## src/rtl/rac_defines.vh

```
// Purpose: Constants for the relay and alarm command handler.
// Assumes: Included by bare name from rtl/.
// Notes: Definitions only.
`ifndef RAC_DEFINES_VH
`define RAC_DEFINES_VH

// ----------------------------------------------------------
// Register offsets
// ----------------------------------------------------------
`define RAC_OFS_CTRL 8'h00
`define RAC_OFS_STATE 8'h04
`define RAC_OFS_STATUS 8'h08
`define RAC_OFS_IRQ_EN 8'h0C
`define RAC_OFS_IRQ_CLR 8'h10

// ----------------------------------------------------------
// Field positions and reset values
// ----------------------------------------------------------
`define RAC_CTRL_LINK_BIT 8
`define RAC_ADDR_RST 8'h01
`define RAC_LINK_RST 1'b1
`define RAC_EV_ACCEPT 0
`define RAC_EV_REJECT 1
`define RAC_EV_ALARM 2
`define RAC_POL_BIT 1
`define RAC_POL_MASK 8'hFD

// ----------------------------------------------------------
// Characters
// ----------------------------------------------------------
`define RAC_CH_AT 8'h40
`define RAC_CH_TILDE 8'h7E
`define RAC_CH_CR 8'h0D
`define RAC_CH_OK 8'h21
`define RAC_CH_BAD 8'h3F
`define RAC_CH_D 8'h44
`define RAC_CH_O 8'h4F
`define RAC_CH_C 8'h43
`define RAC_CH_H 8'h48
`define RAC_CH_0 8'h30
`define RAC_CH_A 8'h41
`define RAC_CH_E 8'h45
`define RAC_CH_M 8'h4D
`define RAC_CH_L 8'h4C

// ----------------------------------------------------------
// Frame lengths (characters after the delimiter, before CR) and reply lengths (all characters, CR included)
// ----------------------------------------------------------
`define RAC_BODY_MAX 8
`define RAC_LEN_RELAY 4'd6
`define RAC_LEN_POL_RD 4'd3
`define RAC_LEN_POL_WR 4'd5
`define RAC_LEN_CLR 4'd6
`define RAC_LEN_DIS 4'd4
`define RAC_LEN_ARM 4'd5
`define RAC_REP_SHORT 3'd4
`define RAC_REP_LONG 3'd6

`endif

```

## src/rtl/rac_cmd_handler.v

```verilog
// Purpose: Relay, polarity and temperature alarm command handler.
// Assumes: Byte stream from a receiver on the same clock; replies
//   leave through a valid/ready byte port; pins pass 2 flops.
// Notes: Half duplex: characters arriving while a reply is being
//   sent are dropped.
// Notes on behaviour
// - A relay state field of 00 turns the relay off, 01 turns it on.
// - Accepted commands answer with ! and the address, rejected with ?.
// - Bad syntax, a link error or a foreign address gives no reply.
// - Addresses are two upper-case hex characters, 00 to FF.
// - A manual relay command is rejected while the relay follows motion.
// - A relay linked to motion is active whenever the trigger is high.
// - With the link off, manual relay commands are obeyed.
// - The polarity read returns two hex digits with only bit 1 used.
// - Polarity 0 drives 1 for active; polarity 1 drives 0 for active.
// - Polarity writes store the value; any bit but bit 1 is rejected.
// - The arm command enables the alarm, M momentary or L latched.
// - The disable command turns the alarm off and is acknowledged.
// - The clear command drops a latched alarm and is acknowledged.
//
// Our own choices: the plain strobed port and the register addresses.
`timescale 1ns/100ps
`include "rac_defines.vh"

module rac_cmd_handler #(
  parameter BODY_MAX = `RAC_BODY_MAX
) (
  input wire clock,
  input wire sys_rst,
  input wire [7:0] rx_data,
  input wire rx_valid,
  input wire rx_err,
  output wire [7:0] tx_data,
  output wire tx_valid,
  input wire tx_ready,
  input wire pir_trig,
  input wire over_temp,
  output wire relay_out,
  output wire alarm_out,
  input wire [7:0] reg_addr,
  input wire [31:0] reg_wdata,
  input wire reg_wr,
  input wire reg_rd,
  output wire [31:0] reg_rdata,
  output wire irq
);

  // --------------------------------------------------------
  // States
  // --------------------------------------------------------
  localparam [3:0] ST_HUNT = 4'b0001;
  localparam [3:0] ST_RECV = 4'b0010;
  localparam [3:0] ST_PARSE = 4'b0100;
  localparam [3:0] ST_SEND = 4'b1000;

  // --------------------------------------------------------
  // Helpers
  // --------------------------------------------------------
  // Returns {valid, value}; lower-case digits are not hex here
  function [4:0] hex_val;
    input [7:0] c;
    begin
      if (c >= 8'h30 && c <= 8'h39)
        hex_val = {1'b1, c[3:0]};
      else if (c >= 8'h41 && c <= 8'h46)
        hex_val = {1'b1, c[3:0] + 4'h9};
      else
        hex_val = 5'h00;
    end
  endfunction

  function [7:0] hex_char;
    input [3:0] n;
    begin
      if (n < 4'hA)
        hex_char = {4'h3, n};
      else
        hex_char = {4'h4, n - 4'h9};
    end
  endfunction

  // --------------------------------------------------------
  // Pin synchronisers
  // --------------------------------------------------------
  reg [1:0] pir_sync_ff;
  reg [1:0] temp_sync_ff;
  always @(posedge clock or posedge sys_rst) begin
    if (sys_rst) begin
      pir_sync_ff <= 2'h0;
      temp_sync_ff <= 2'h0;
    end else begin
      pir_sync_ff <= {pir_sync_ff[0], pir_trig};
      temp_sync_ff <= {temp_sync_ff[0], over_temp};
    end
  end
  wire pir_s = pir_sync_ff[1];
  wire hot_s = temp_sync_ff[1];

  // --------------------------------------------------------
  // Frame receiver
  // --------------------------------------------------------
  reg [3:0] state_ff;
  reg [7:0] body_ff [0:BODY_MAX-1];
  reg [3:0] len_ff;
  reg tilde_ff;
  reg bad_ff;
  integer i, j;

  wire is_delim = (rx_data == `RAC_CH_AT) || (rx_data == `RAC_CH_TILDE);
  wire is_cr = (rx_data == `RAC_CH_CR);

  always @(posedge clock or posedge sys_rst) begin
    if (sys_rst) begin
      for (i = 0; i < BODY_MAX; i = i + 1)
        body_ff[i] <= 8'h00;
      len_ff <= 4'h0;
      tilde_ff <= 1'b0;
      bad_ff <= 1'b0;
    end else if (rx_valid && (state_ff == ST_HUNT ||
                 state_ff == ST_RECV)) begin
      if (is_delim) begin
        // A new delimiter restarts the frame
        len_ff <= 4'h0;
        tilde_ff <= (rx_data == `RAC_CH_TILDE);
        bad_ff <= rx_err;
      end else if (state_ff == ST_RECV && !is_cr) begin
        if (len_ff < BODY_MAX) begin
          body_ff[len_ff[2:0]] <= rx_data;
          len_ff <= len_ff + 4'h1;
        end else begin
          bad_ff <= 1'b1;
        end
        if (rx_err)
          bad_ff <= 1'b1;
      end else if (rx_err) begin
        bad_ff <= 1'b1;
      end
    end
  end

  // --------------------------------------------------------
  // Command decode (combinational, read in ST_PARSE, one cycle after CR)
  // --------------------------------------------------------
  reg [7:0] module_addr_ff;
  reg link_ff;
  reg relay_man_ff;
  reg [7:0] pol_val_ff;
  reg alarm_en_ff;
  reg latch_mode_ff;
  reg latched_ff;

  wire [4:0] a_hi = hex_val(body_ff[0]);
  wire [4:0] a_lo = hex_val(body_ff[1]);
  wire [4:0] f_hi = hex_val(body_ff[3]);
  wire [4:0] f_lo = hex_val(body_ff[4]);
  wire [4:0] g_hi = hex_val(body_ff[4]);
  wire [4:0] g_lo = hex_val(body_ff[5]);
  wire [7:0] relay_state_field = {g_hi[3:0], g_lo[3:0]};
  wire [7:0] polarity_value_field = {f_hi[3:0], f_lo[3:0]};
  wire addr_ok = a_hi[4] && a_lo[4];
  wire addr_hit = ({a_hi[3:0], a_lo[3:0]} == module_addr_ff);
  wire c2d = (body_ff[2] == `RAC_CH_D);

  wire is_relay = !tilde_ff && len_ff == `RAC_LEN_RELAY && c2d &&
    body_ff[3] == `RAC_CH_O && g_hi[4] && g_lo[4];
  wire is_pol_rd = tilde_ff && len_ff == `RAC_LEN_POL_RD && c2d;
  wire is_pol_wr = tilde_ff && len_ff == `RAC_LEN_POL_WR && c2d &&
    f_hi[4] && f_lo[4];
  wire latch_alarm_clear_cmd = !tilde_ff && len_ff == `RAC_LEN_CLR &&
    body_ff[2] == `RAC_CH_C && body_ff[3] == `RAC_CH_H &&
    body_ff[4] == `RAC_CH_C && body_ff[5] == `RAC_CH_0;
  wire alarm_disable_cmd = !tilde_ff && len_ff == `RAC_LEN_DIS &&
    c2d && body_ff[3] == `RAC_CH_A;
  wire alarm_arm_cmd = !tilde_ff && len_ff == `RAC_LEN_ARM &&
    body_ff[2] == `RAC_CH_E && body_ff[3] == `RAC_CH_A;

  wire known = is_relay || is_pol_rd || is_pol_wr ||
    latch_alarm_clear_cmd || alarm_disable_cmd || alarm_arm_cmd;
  wire answer = known && addr_ok && addr_hit && !bad_ff;

  wire arm_m = (body_ff[4] == `RAC_CH_M);
  wire arm_l = (body_ff[4] == `RAC_CH_L);
  wire reject = (is_relay && (link_ff || relay_state_field > 8'h01))
    || (is_pol_wr && |(polarity_value_field & `RAC_POL_MASK))
    || (alarm_arm_cmd && !arm_m && !arm_l);
  wire accept = answer && !reject;

  // --------------------------------------------------------
  // Reply assembly and sequencing
  // --------------------------------------------------------
  reg [7:0] rep_ff [0:5];
  reg [2:0] rep_len_ff;
  reg [2:0] tx_idx_ff;
  reg [7:0] tx_data_ff;
  reg tx_valid_ff;
  reg [3:0] nxt_state;

  always @* begin
    nxt_state = state_ff;
    case (state_ff)
      ST_HUNT: begin
        if (rx_valid && is_delim)
          nxt_state = ST_RECV;
      end
      ST_RECV: begin
        if (rx_valid && is_cr)
          nxt_state = ST_PARSE;
      end
      ST_PARSE: begin
        nxt_state = answer ? ST_SEND : ST_HUNT;
      end
      ST_SEND: begin
        if (tx_valid_ff && tx_ready && tx_idx_ff == rep_len_ff)
          nxt_state = ST_HUNT;
      end
      default: nxt_state = ST_HUNT;
    endcase
  end

  always @(posedge clock or posedge sys_rst) begin
    if (sys_rst) begin
      state_ff <= ST_HUNT;
      for (j = 0; j < 6; j = j + 1)
        rep_ff[j] <= 8'h00;
      rep_len_ff <= 3'h0;
      tx_idx_ff <= 3'h0;
      tx_data_ff <= 8'h00;
      tx_valid_ff <= 1'b0;
    end else begin
      state_ff <= nxt_state;
      if (state_ff == ST_PARSE && answer) begin
        rep_ff[0] <= accept ? `RAC_CH_OK : `RAC_CH_BAD;
        rep_ff[1] <= body_ff[0];
        rep_ff[2] <= body_ff[1];
        tx_idx_ff <= 3'h0;
        if (accept && is_pol_rd) begin
          rep_ff[3] <= hex_char(pol_val_ff[7:4]);
          rep_ff[4] <= hex_char(pol_val_ff[3:0]);
          rep_ff[5] <= `RAC_CH_CR;
          rep_len_ff <= `RAC_REP_LONG;
        end else begin
          rep_ff[3] <= `RAC_CH_CR;
          rep_len_ff <= `RAC_REP_SHORT;
        end
      end else if (state_ff == ST_SEND) begin
        if (!tx_valid_ff) begin
          tx_data_ff <= rep_ff[tx_idx_ff];
          tx_valid_ff <= 1'b1;
          tx_idx_ff <= tx_idx_ff + 3'h1;
        end else if (tx_ready) begin
          tx_valid_ff <= 1'b0;
        end
      end
    end
  end

  assign tx_data = tx_data_ff;
  assign tx_valid = tx_valid_ff;

  // --------------------------------------------------------
  // Stored settings
  // --------------------------------------------------------
  wire do_cmd = (state_ff == ST_PARSE) && accept;

  always @(posedge clock or posedge sys_rst) begin
    if (sys_rst) begin
      relay_man_ff <= 1'b0;
      pol_val_ff <= 8'h00;
      alarm_en_ff <= 1'b0;
      latch_mode_ff <= 1'b0;
      latched_ff <= 1'b0;
    end else begin
      if (do_cmd && is_relay)
        relay_man_ff <= relay_state_field[0];
      if (do_cmd && is_pol_wr)
        pol_val_ff <= polarity_value_field;
      if (do_cmd && alarm_arm_cmd) begin
        alarm_en_ff <= 1'b1;
        latch_mode_ff <= arm_l;
      end
      if (do_cmd && alarm_disable_cmd)
        alarm_en_ff <= 1'b0;
      // Condition still present re-latches over a clear
      if (alarm_en_ff && latch_mode_ff && hot_s)
        latched_ff <= 1'b1;
      else if (do_cmd && (latch_alarm_clear_cmd || alarm_disable_cmd))
        latched_ff <= 1'b0;
    end
  end

  // --------------------------------------------------------
  // Outputs to the plant
  // --------------------------------------------------------
  wire polarity_select_bit = pol_val_ff[`RAC_POL_BIT];
  wire relay_active = link_ff ? pir_s : relay_man_ff;
  wire alarm_active = alarm_en_ff &&
    (latch_mode_ff ? (latched_ff || hot_s) : hot_s);
  reg relay_out_ff;
  reg alarm_out_ff;
  reg alarm_d_ff;

  always @(posedge clock or posedge sys_rst) begin
    if (sys_rst) begin
      relay_out_ff <= 1'b0;
      alarm_out_ff <= 1'b0;
      alarm_d_ff <= 1'b0;
    end else begin
      relay_out_ff <= relay_active ^ polarity_select_bit;
      alarm_out_ff <= alarm_active;
      alarm_d_ff <= alarm_active;
    end
  end

  assign relay_out = relay_out_ff;
  assign alarm_out = alarm_out_ff;

  // --------------------------------------------------------
  // Register port and interrupts
  // --------------------------------------------------------
  reg [2:0] status_ff;
  reg [2:0] irq_en_ff;
  reg [31:0] rdata_ff;
  wire [2:0] events;

  assign events[`RAC_EV_ACCEPT] = do_cmd;
  assign events[`RAC_EV_REJECT] = (state_ff == ST_PARSE) && answer &&
    reject;
  assign events[`RAC_EV_ALARM] = alarm_active && !alarm_d_ff;

  wire clr_hit = reg_wr && reg_addr == `RAC_OFS_IRQ_CLR;

  always @(posedge clock or posedge sys_rst) begin
    if (sys_rst) begin
      module_addr_ff <= `RAC_ADDR_RST;
      link_ff <= `RAC_LINK_RST;
      status_ff <= 3'h0;
      irq_en_ff <= 3'h0;
      rdata_ff <= 32'h00000000;
    end else begin
      if (reg_wr && reg_addr == `RAC_OFS_CTRL) begin
        module_addr_ff <= reg_wdata[7:0];
        link_ff <= reg_wdata[`RAC_CTRL_LINK_BIT];
      end
      if (reg_wr && reg_addr == `RAC_OFS_IRQ_EN)
        irq_en_ff <= reg_wdata[2:0];
      // A new event wins over a clear in the same cycle
      status_ff <= (status_ff & ~(clr_hit ? reg_wdata[2:0] : 3'h0))
        | events;
      rdata_ff <= 32'h00000000;
      if (reg_rd) begin
        case (reg_addr)
          `RAC_OFS_CTRL:
            rdata_ff <= {23'h000000, link_ff, module_addr_ff};
          `RAC_OFS_STATE:
            rdata_ff <= {24'h000000, pol_val_ff[7:2], relay_active,
                         alarm_active} | {19'h00000, latched_ff,
                         latch_mode_ff, alarm_en_ff, 10'h000};
          `RAC_OFS_STATUS: rdata_ff <= {29'h00000000, status_ff};
          `RAC_OFS_IRQ_EN: rdata_ff <= {29'h00000000, irq_en_ff};
          default: rdata_ff <= 32'h00000000;
        endcase
      end
    end
  end

  assign reg_rdata = rdata_ff;
  assign irq = |(status_ff & irq_en_ff);

endmodule

```

## config.mk

```make
export PLATFORM = sky130hd
export DESIGN_NAME = rac_cmd_handler
export DESIGN_NICKNAME = d
export VERILOG_FILES = /design/src/rtl/rac_cmd_handler.v
export VERILOG_INCLUDE_DIRS = /design/src /design/src/rtl
export SDC_FILE = /design/constraint.sdc
export NUM_CORES = 1
export LEC_CHECK = 0
export BUFFER_PORTS_ARGS = -buffer_cell sky130_fd_sc_hd__buf_2
export CORE_MARGIN = 2
export CORE_UTILIZATION = 40
export DETAILED_ROUTE_END_ITERATION = 8
export PLACE_DENSITY_LB_ADDON = 0.08
export SYNTH_ARGS = -nofsm -noshare
export SYNTH_HDL_FRONTEND = slang
export SYNTH_SLANG_ARGS = --single-unit
export TNS_END_PERCENT = 10
```

## constraint.sdc

```tcl
create_clock -name clock -period 6.29 [get_ports clock]
set_clock_uncertainty 0.1 [all_clocks]
set_input_delay 1.258 -clock clock [delete_from_list [all_inputs] [get_ports clock]]
set_output_delay 1.258 -clock clock [all_outputs]
set_load 0.03 [all_outputs]
```

==> impl_metrics.py <==
metrics = {
    "status": {
        "status": "completed",
    },
    "power": {
        "seqPwrFrac_pct": 42.7,
        "p_per_area_mw_per_mm2": 268,
        "combPwrFrac_pct": 6.4,
        "p_leak_nw": 4.17,
        "p_switching_mw": 0.530,
        "ir_drop_mv": 0.156,
        "clkPwrFrac_pct": 50.8,
        "internal_power_mw": 1.85,
        "p_sw_share_pct": 22.3,
    },
    "global_routing": {
        "grt_pass1_vias": 5472,
        "grt_pass1_wl_um": 29200,
        "grtUsageTotal_pct": 18.7,
        "antenna_found_initial": 0,
        "grt.overflow.total": 0,
        "grt_start_max_net_pins": 93,
    },
    "layout": {
        "instances_no_fill": 1041,
        "final_cell_area_mm2": 0.00888,
        "nNetsFinal": 849,
        "final_util_pct": 47.2,
        "area_growth_pct": 15.1,
        "drive_gt1_share_pct": 24.2,
        "n_antenna_cell": 0,
        "nFillCells": 1738,
    },
    "critical_path": {
        "regToRegEndpoint": "rep_ff[8]$_DFFE_PP0P_",
        "ff2ff_setup_slack_ps": 2490,
        "reg2regPathDepth": 11,
        "worstSetupPathType": "reg -> reg",
        "cp-end-kind": "flip-flop",
        "critPathLaunchType": "flip-flop",
        "crit_required_ps": 6490,
        "rr_startpoint": "body_ff[57]$_DFFE_PP0P_",
        "cp.arrival_ps": 4000,
        "cp_max_fo": 31,
    },
    "cts": {
        "root_buffer": "clkbuf_16",
        "postCtsSetupBuffers": 0,
        "cts_max_path_buffers": 2,
        "cts_inserted_buffers": 17,
        "cts.sinks": 147,
        "htreeDepth": 4,
        "insertion_delay_ps": 420,
        "hold_buffers": 0,
        "clk_pin_slew_worst_paths_ps": 60,
        "cts_resized": 0,
        "cts_tree": "built",
    },
    "synth": {
        "ys_seq_elements": 147,
        "synth_seq_area_share_pct": 47.7,
        "synth_ff_type": "dfrtp_1",
        "synth_edf_count": 0,
        "syn_inst": 715,
        "synth_cell_types": 78,
        "async_reset_ff_share_pct": 100,
        "synth.avg_cell_area_um2": 10.8,
        "ys_warn_count": 0,
        "netlist_area_mm2": 0.00772,
    },
    "timing": {
        "finalCritPeriodShare_pct": 60.4,
        "tightest_slew_ps": 946,
        "finalSetupViolCount": 0,
        "post-route-min-period_ps": 3800,
        "rsz0062_at_grt": "false",
        "max_freq_mhz": 263,
        "hold_viol_final": 0,
        "slew_headroom_pct": 36.0,
        "final.setup.tns_ps": 0,
        "finalMaxSlewViolations": 0,
    },
    "hold_path": {
        "hold_class": "reg -> reg",
        "min_from": "temp_sync_ff[0]$_DFF_PP0_",
        "min_path_cells": 0,
        "min_to": "temp_sync_ff[1]$_DFF_PP0_",
    },
    "routing": {
        "post_drt_wl_per_cell_um": 17.4,
        "drtIter0Drc": 254,
        "wl_met2_um": 8980,
        "num_vias": 5594,
        "drt_pre_antenna_iters": 4,
        "postRouteAntennaNets": 0,
        "post_drt_via_cell_ratio": 5.37,
        "wl_met3_um": 539,
        "wl_met1_um": 8380,
        "wl_um": 18100,
        "highest_layer": "met4",
        "drc_errors": 0,
    },
    "placement": {
        "gp_congestion": 0.857,
        "port_buffers": 57,
        "place_area_mm2": 0.00818,
        "dp_cells": 1011,
        "dp_hpwl_um": 13200,
    },
    "die": {
        "die_area_mm2": 0.0204,
        "io_pins": 101,
        "start_util_pct": 41.0,
        "die_y_um": 143,
        "core_area_mm2": 0.0188,
        "fp-row-count": 50,
        "die_w_um": 143,
    },
    "run": {
        "drv_cap": 0,
    },
}
[cells in the final DEF, fill, tap and decap left out, types with 8 or more instances in the layout]
cell type / count
nand2b_1: 9
and3_1: 10
nor2b_1: 13
ha_1: 22
clkbuf_16: 17
o21ai_0: 41
a21oi_1: 24
buf_2: 57
dfrtp_1: 144
or3_1: 8
nor3_1: 16
mux2_2: 70
conb_1: 20
inv_1: 28
nand2_1: 52
mux2i_1: 11
nand4_1: 8
nand3_1: 19
nor2_1: 44
[per-stage QoR]
step | setup WS, ps | hold slack, ps | power [mW]
after global placement | 2300 | 235 | 1.18
final | 2490 | 248 | 2.38
after detailed placement | 2270 | 235 | 1.19
after CTS | 2450 | 249 | 2.41
after global routing | 2210 | 270 | 2.47
after floorplan | 986 | 231 | 1.14
[layer usage]
layer	GRT usage, %	up-vias
li1	-	2693
met1	24.5	2776
met2	31.6	109
met3	3.72	16
met4	5.11	0
met5	0	-
[cells by family (layout without fill, tap and decap cells)]
logic type	count (synthesis)	after routing	share of synthesized area [%]
xor+xnor	9	9	1.02
compound gates	140	140	12.1
simple gates	234	234	16.9
flops	147	147	47.7
fa+ha+maj	22	22	3.57
mux	91	91	14.2
buf+inv	71	118	4.54
other cells	1	20	0.0486
[cell usage after synthesis (7+ instances only)]
cell type  number  area [um^2]
nand4_1         8         50.1
nor3_1         16         80.1
a22oi_1         7         52.6
mux2i_1        11          110
o21ai_0        41          205
nand2b_1        9         56.3
a21oi_1        24          120
ha_1           22          275
nor3b_1         7         52.6
buf_4          20          150
inv_1          29          109
xnor2_1         7         61.3
nor2b_1        13         81.3
nand2_1        52          195
nor2_1         44          165
nand3_1        19         95.1
dfrtp_1       144         3600
and3_1         10         62.6
clkbuf_1       17         63.8
or3_1           8         50.1
mux2_2         70          788
[sequential cells by signal, indices dropped and copies added, names as in the netlist, 2 cells and up]
| signal | flops |
|---|---|
| body_ff | 48 |
| rep_ff | 31 |
| reg_rdata | 12 |
| module_addr_ff | 8 |
| pol_val_ff | 8 |
| tx_data | 8 |
| len_ff | 4 |
| state_ff | 4 |
| irq_en_ff | 3 |
| status_ff | 3 |
| tx_idx_ff | 3 |
| pir_sync_ff | 2 |
| temp_sync_ff | 2 |
[cell type report]
cell class | count | area [um^2] | share of cell area (%)
Multi-Input combinational cell | 516 | 3750 | 42.3
Tap cell | 260 | 325 | 3.66
Clock inverter | 9 | 224 | 2.52
Timing Repair Buffer | 59 | 300 | 3.38
Clock buffer | 21 | 480 | 5.41
Sequential cell | 147 | 3680 | 41.5
Inverter | 29 | 114 | 1.28
[power groups by stage]
stage	Combinational, mW	Clock, mW	Sequential [mW]
2_1_floorplan	0.133	0	1.01
3_3_place_gp	0.152	0	1.03
3_5_place_dp	0.155	0	1.03
4_1_cts	0.156	1.23	1.02
5_1_grt	0.170	1.27	1.02
6_report	0.153	1.21	1.02
[critical path, stage by stage, from the launching register on]
cell,delay [ps]
dfrtp_1,420
inv_1,150
ha_1,210
or3b_1,340
and4_1,240
mux2i_1,230
xnor2_1,90
a211oi_1,530
o2111ai_2,280
buf_4,300
or2_1,410
mux2_4,350
[how the worst max path moves through the flow]
stage | from | end | slack [ps] | cells past startpoint
after detailed placement | rx_data[1] | body_ff[23]$_DFFE_PP0P_ | 2270 | 9
after floorplan | sys_rst | alarm_d_ff$_DFF_PP0_ | 990 | 1
after global placement | rx_data[1] | body_ff[21]$_DFFE_PP0P_ | 2300 | 9
after CTS | body_ff[56]$_DFFE_PP0P_ | rep_ff[8]$_DFFE_PP0P_ | 2450 | 11
final | body_ff[57]$_DFFE_PP0P_ | rep_ff[8]$_DFFE_PP0P_ | 2490 | 11
after global routing | body_ff[56]$_DFFE_PP0P_ | rep_ff[8]$_DFFE_PP0P_ | 2210 | 11
Note: power is estimated with default switching activity, not from simulation.
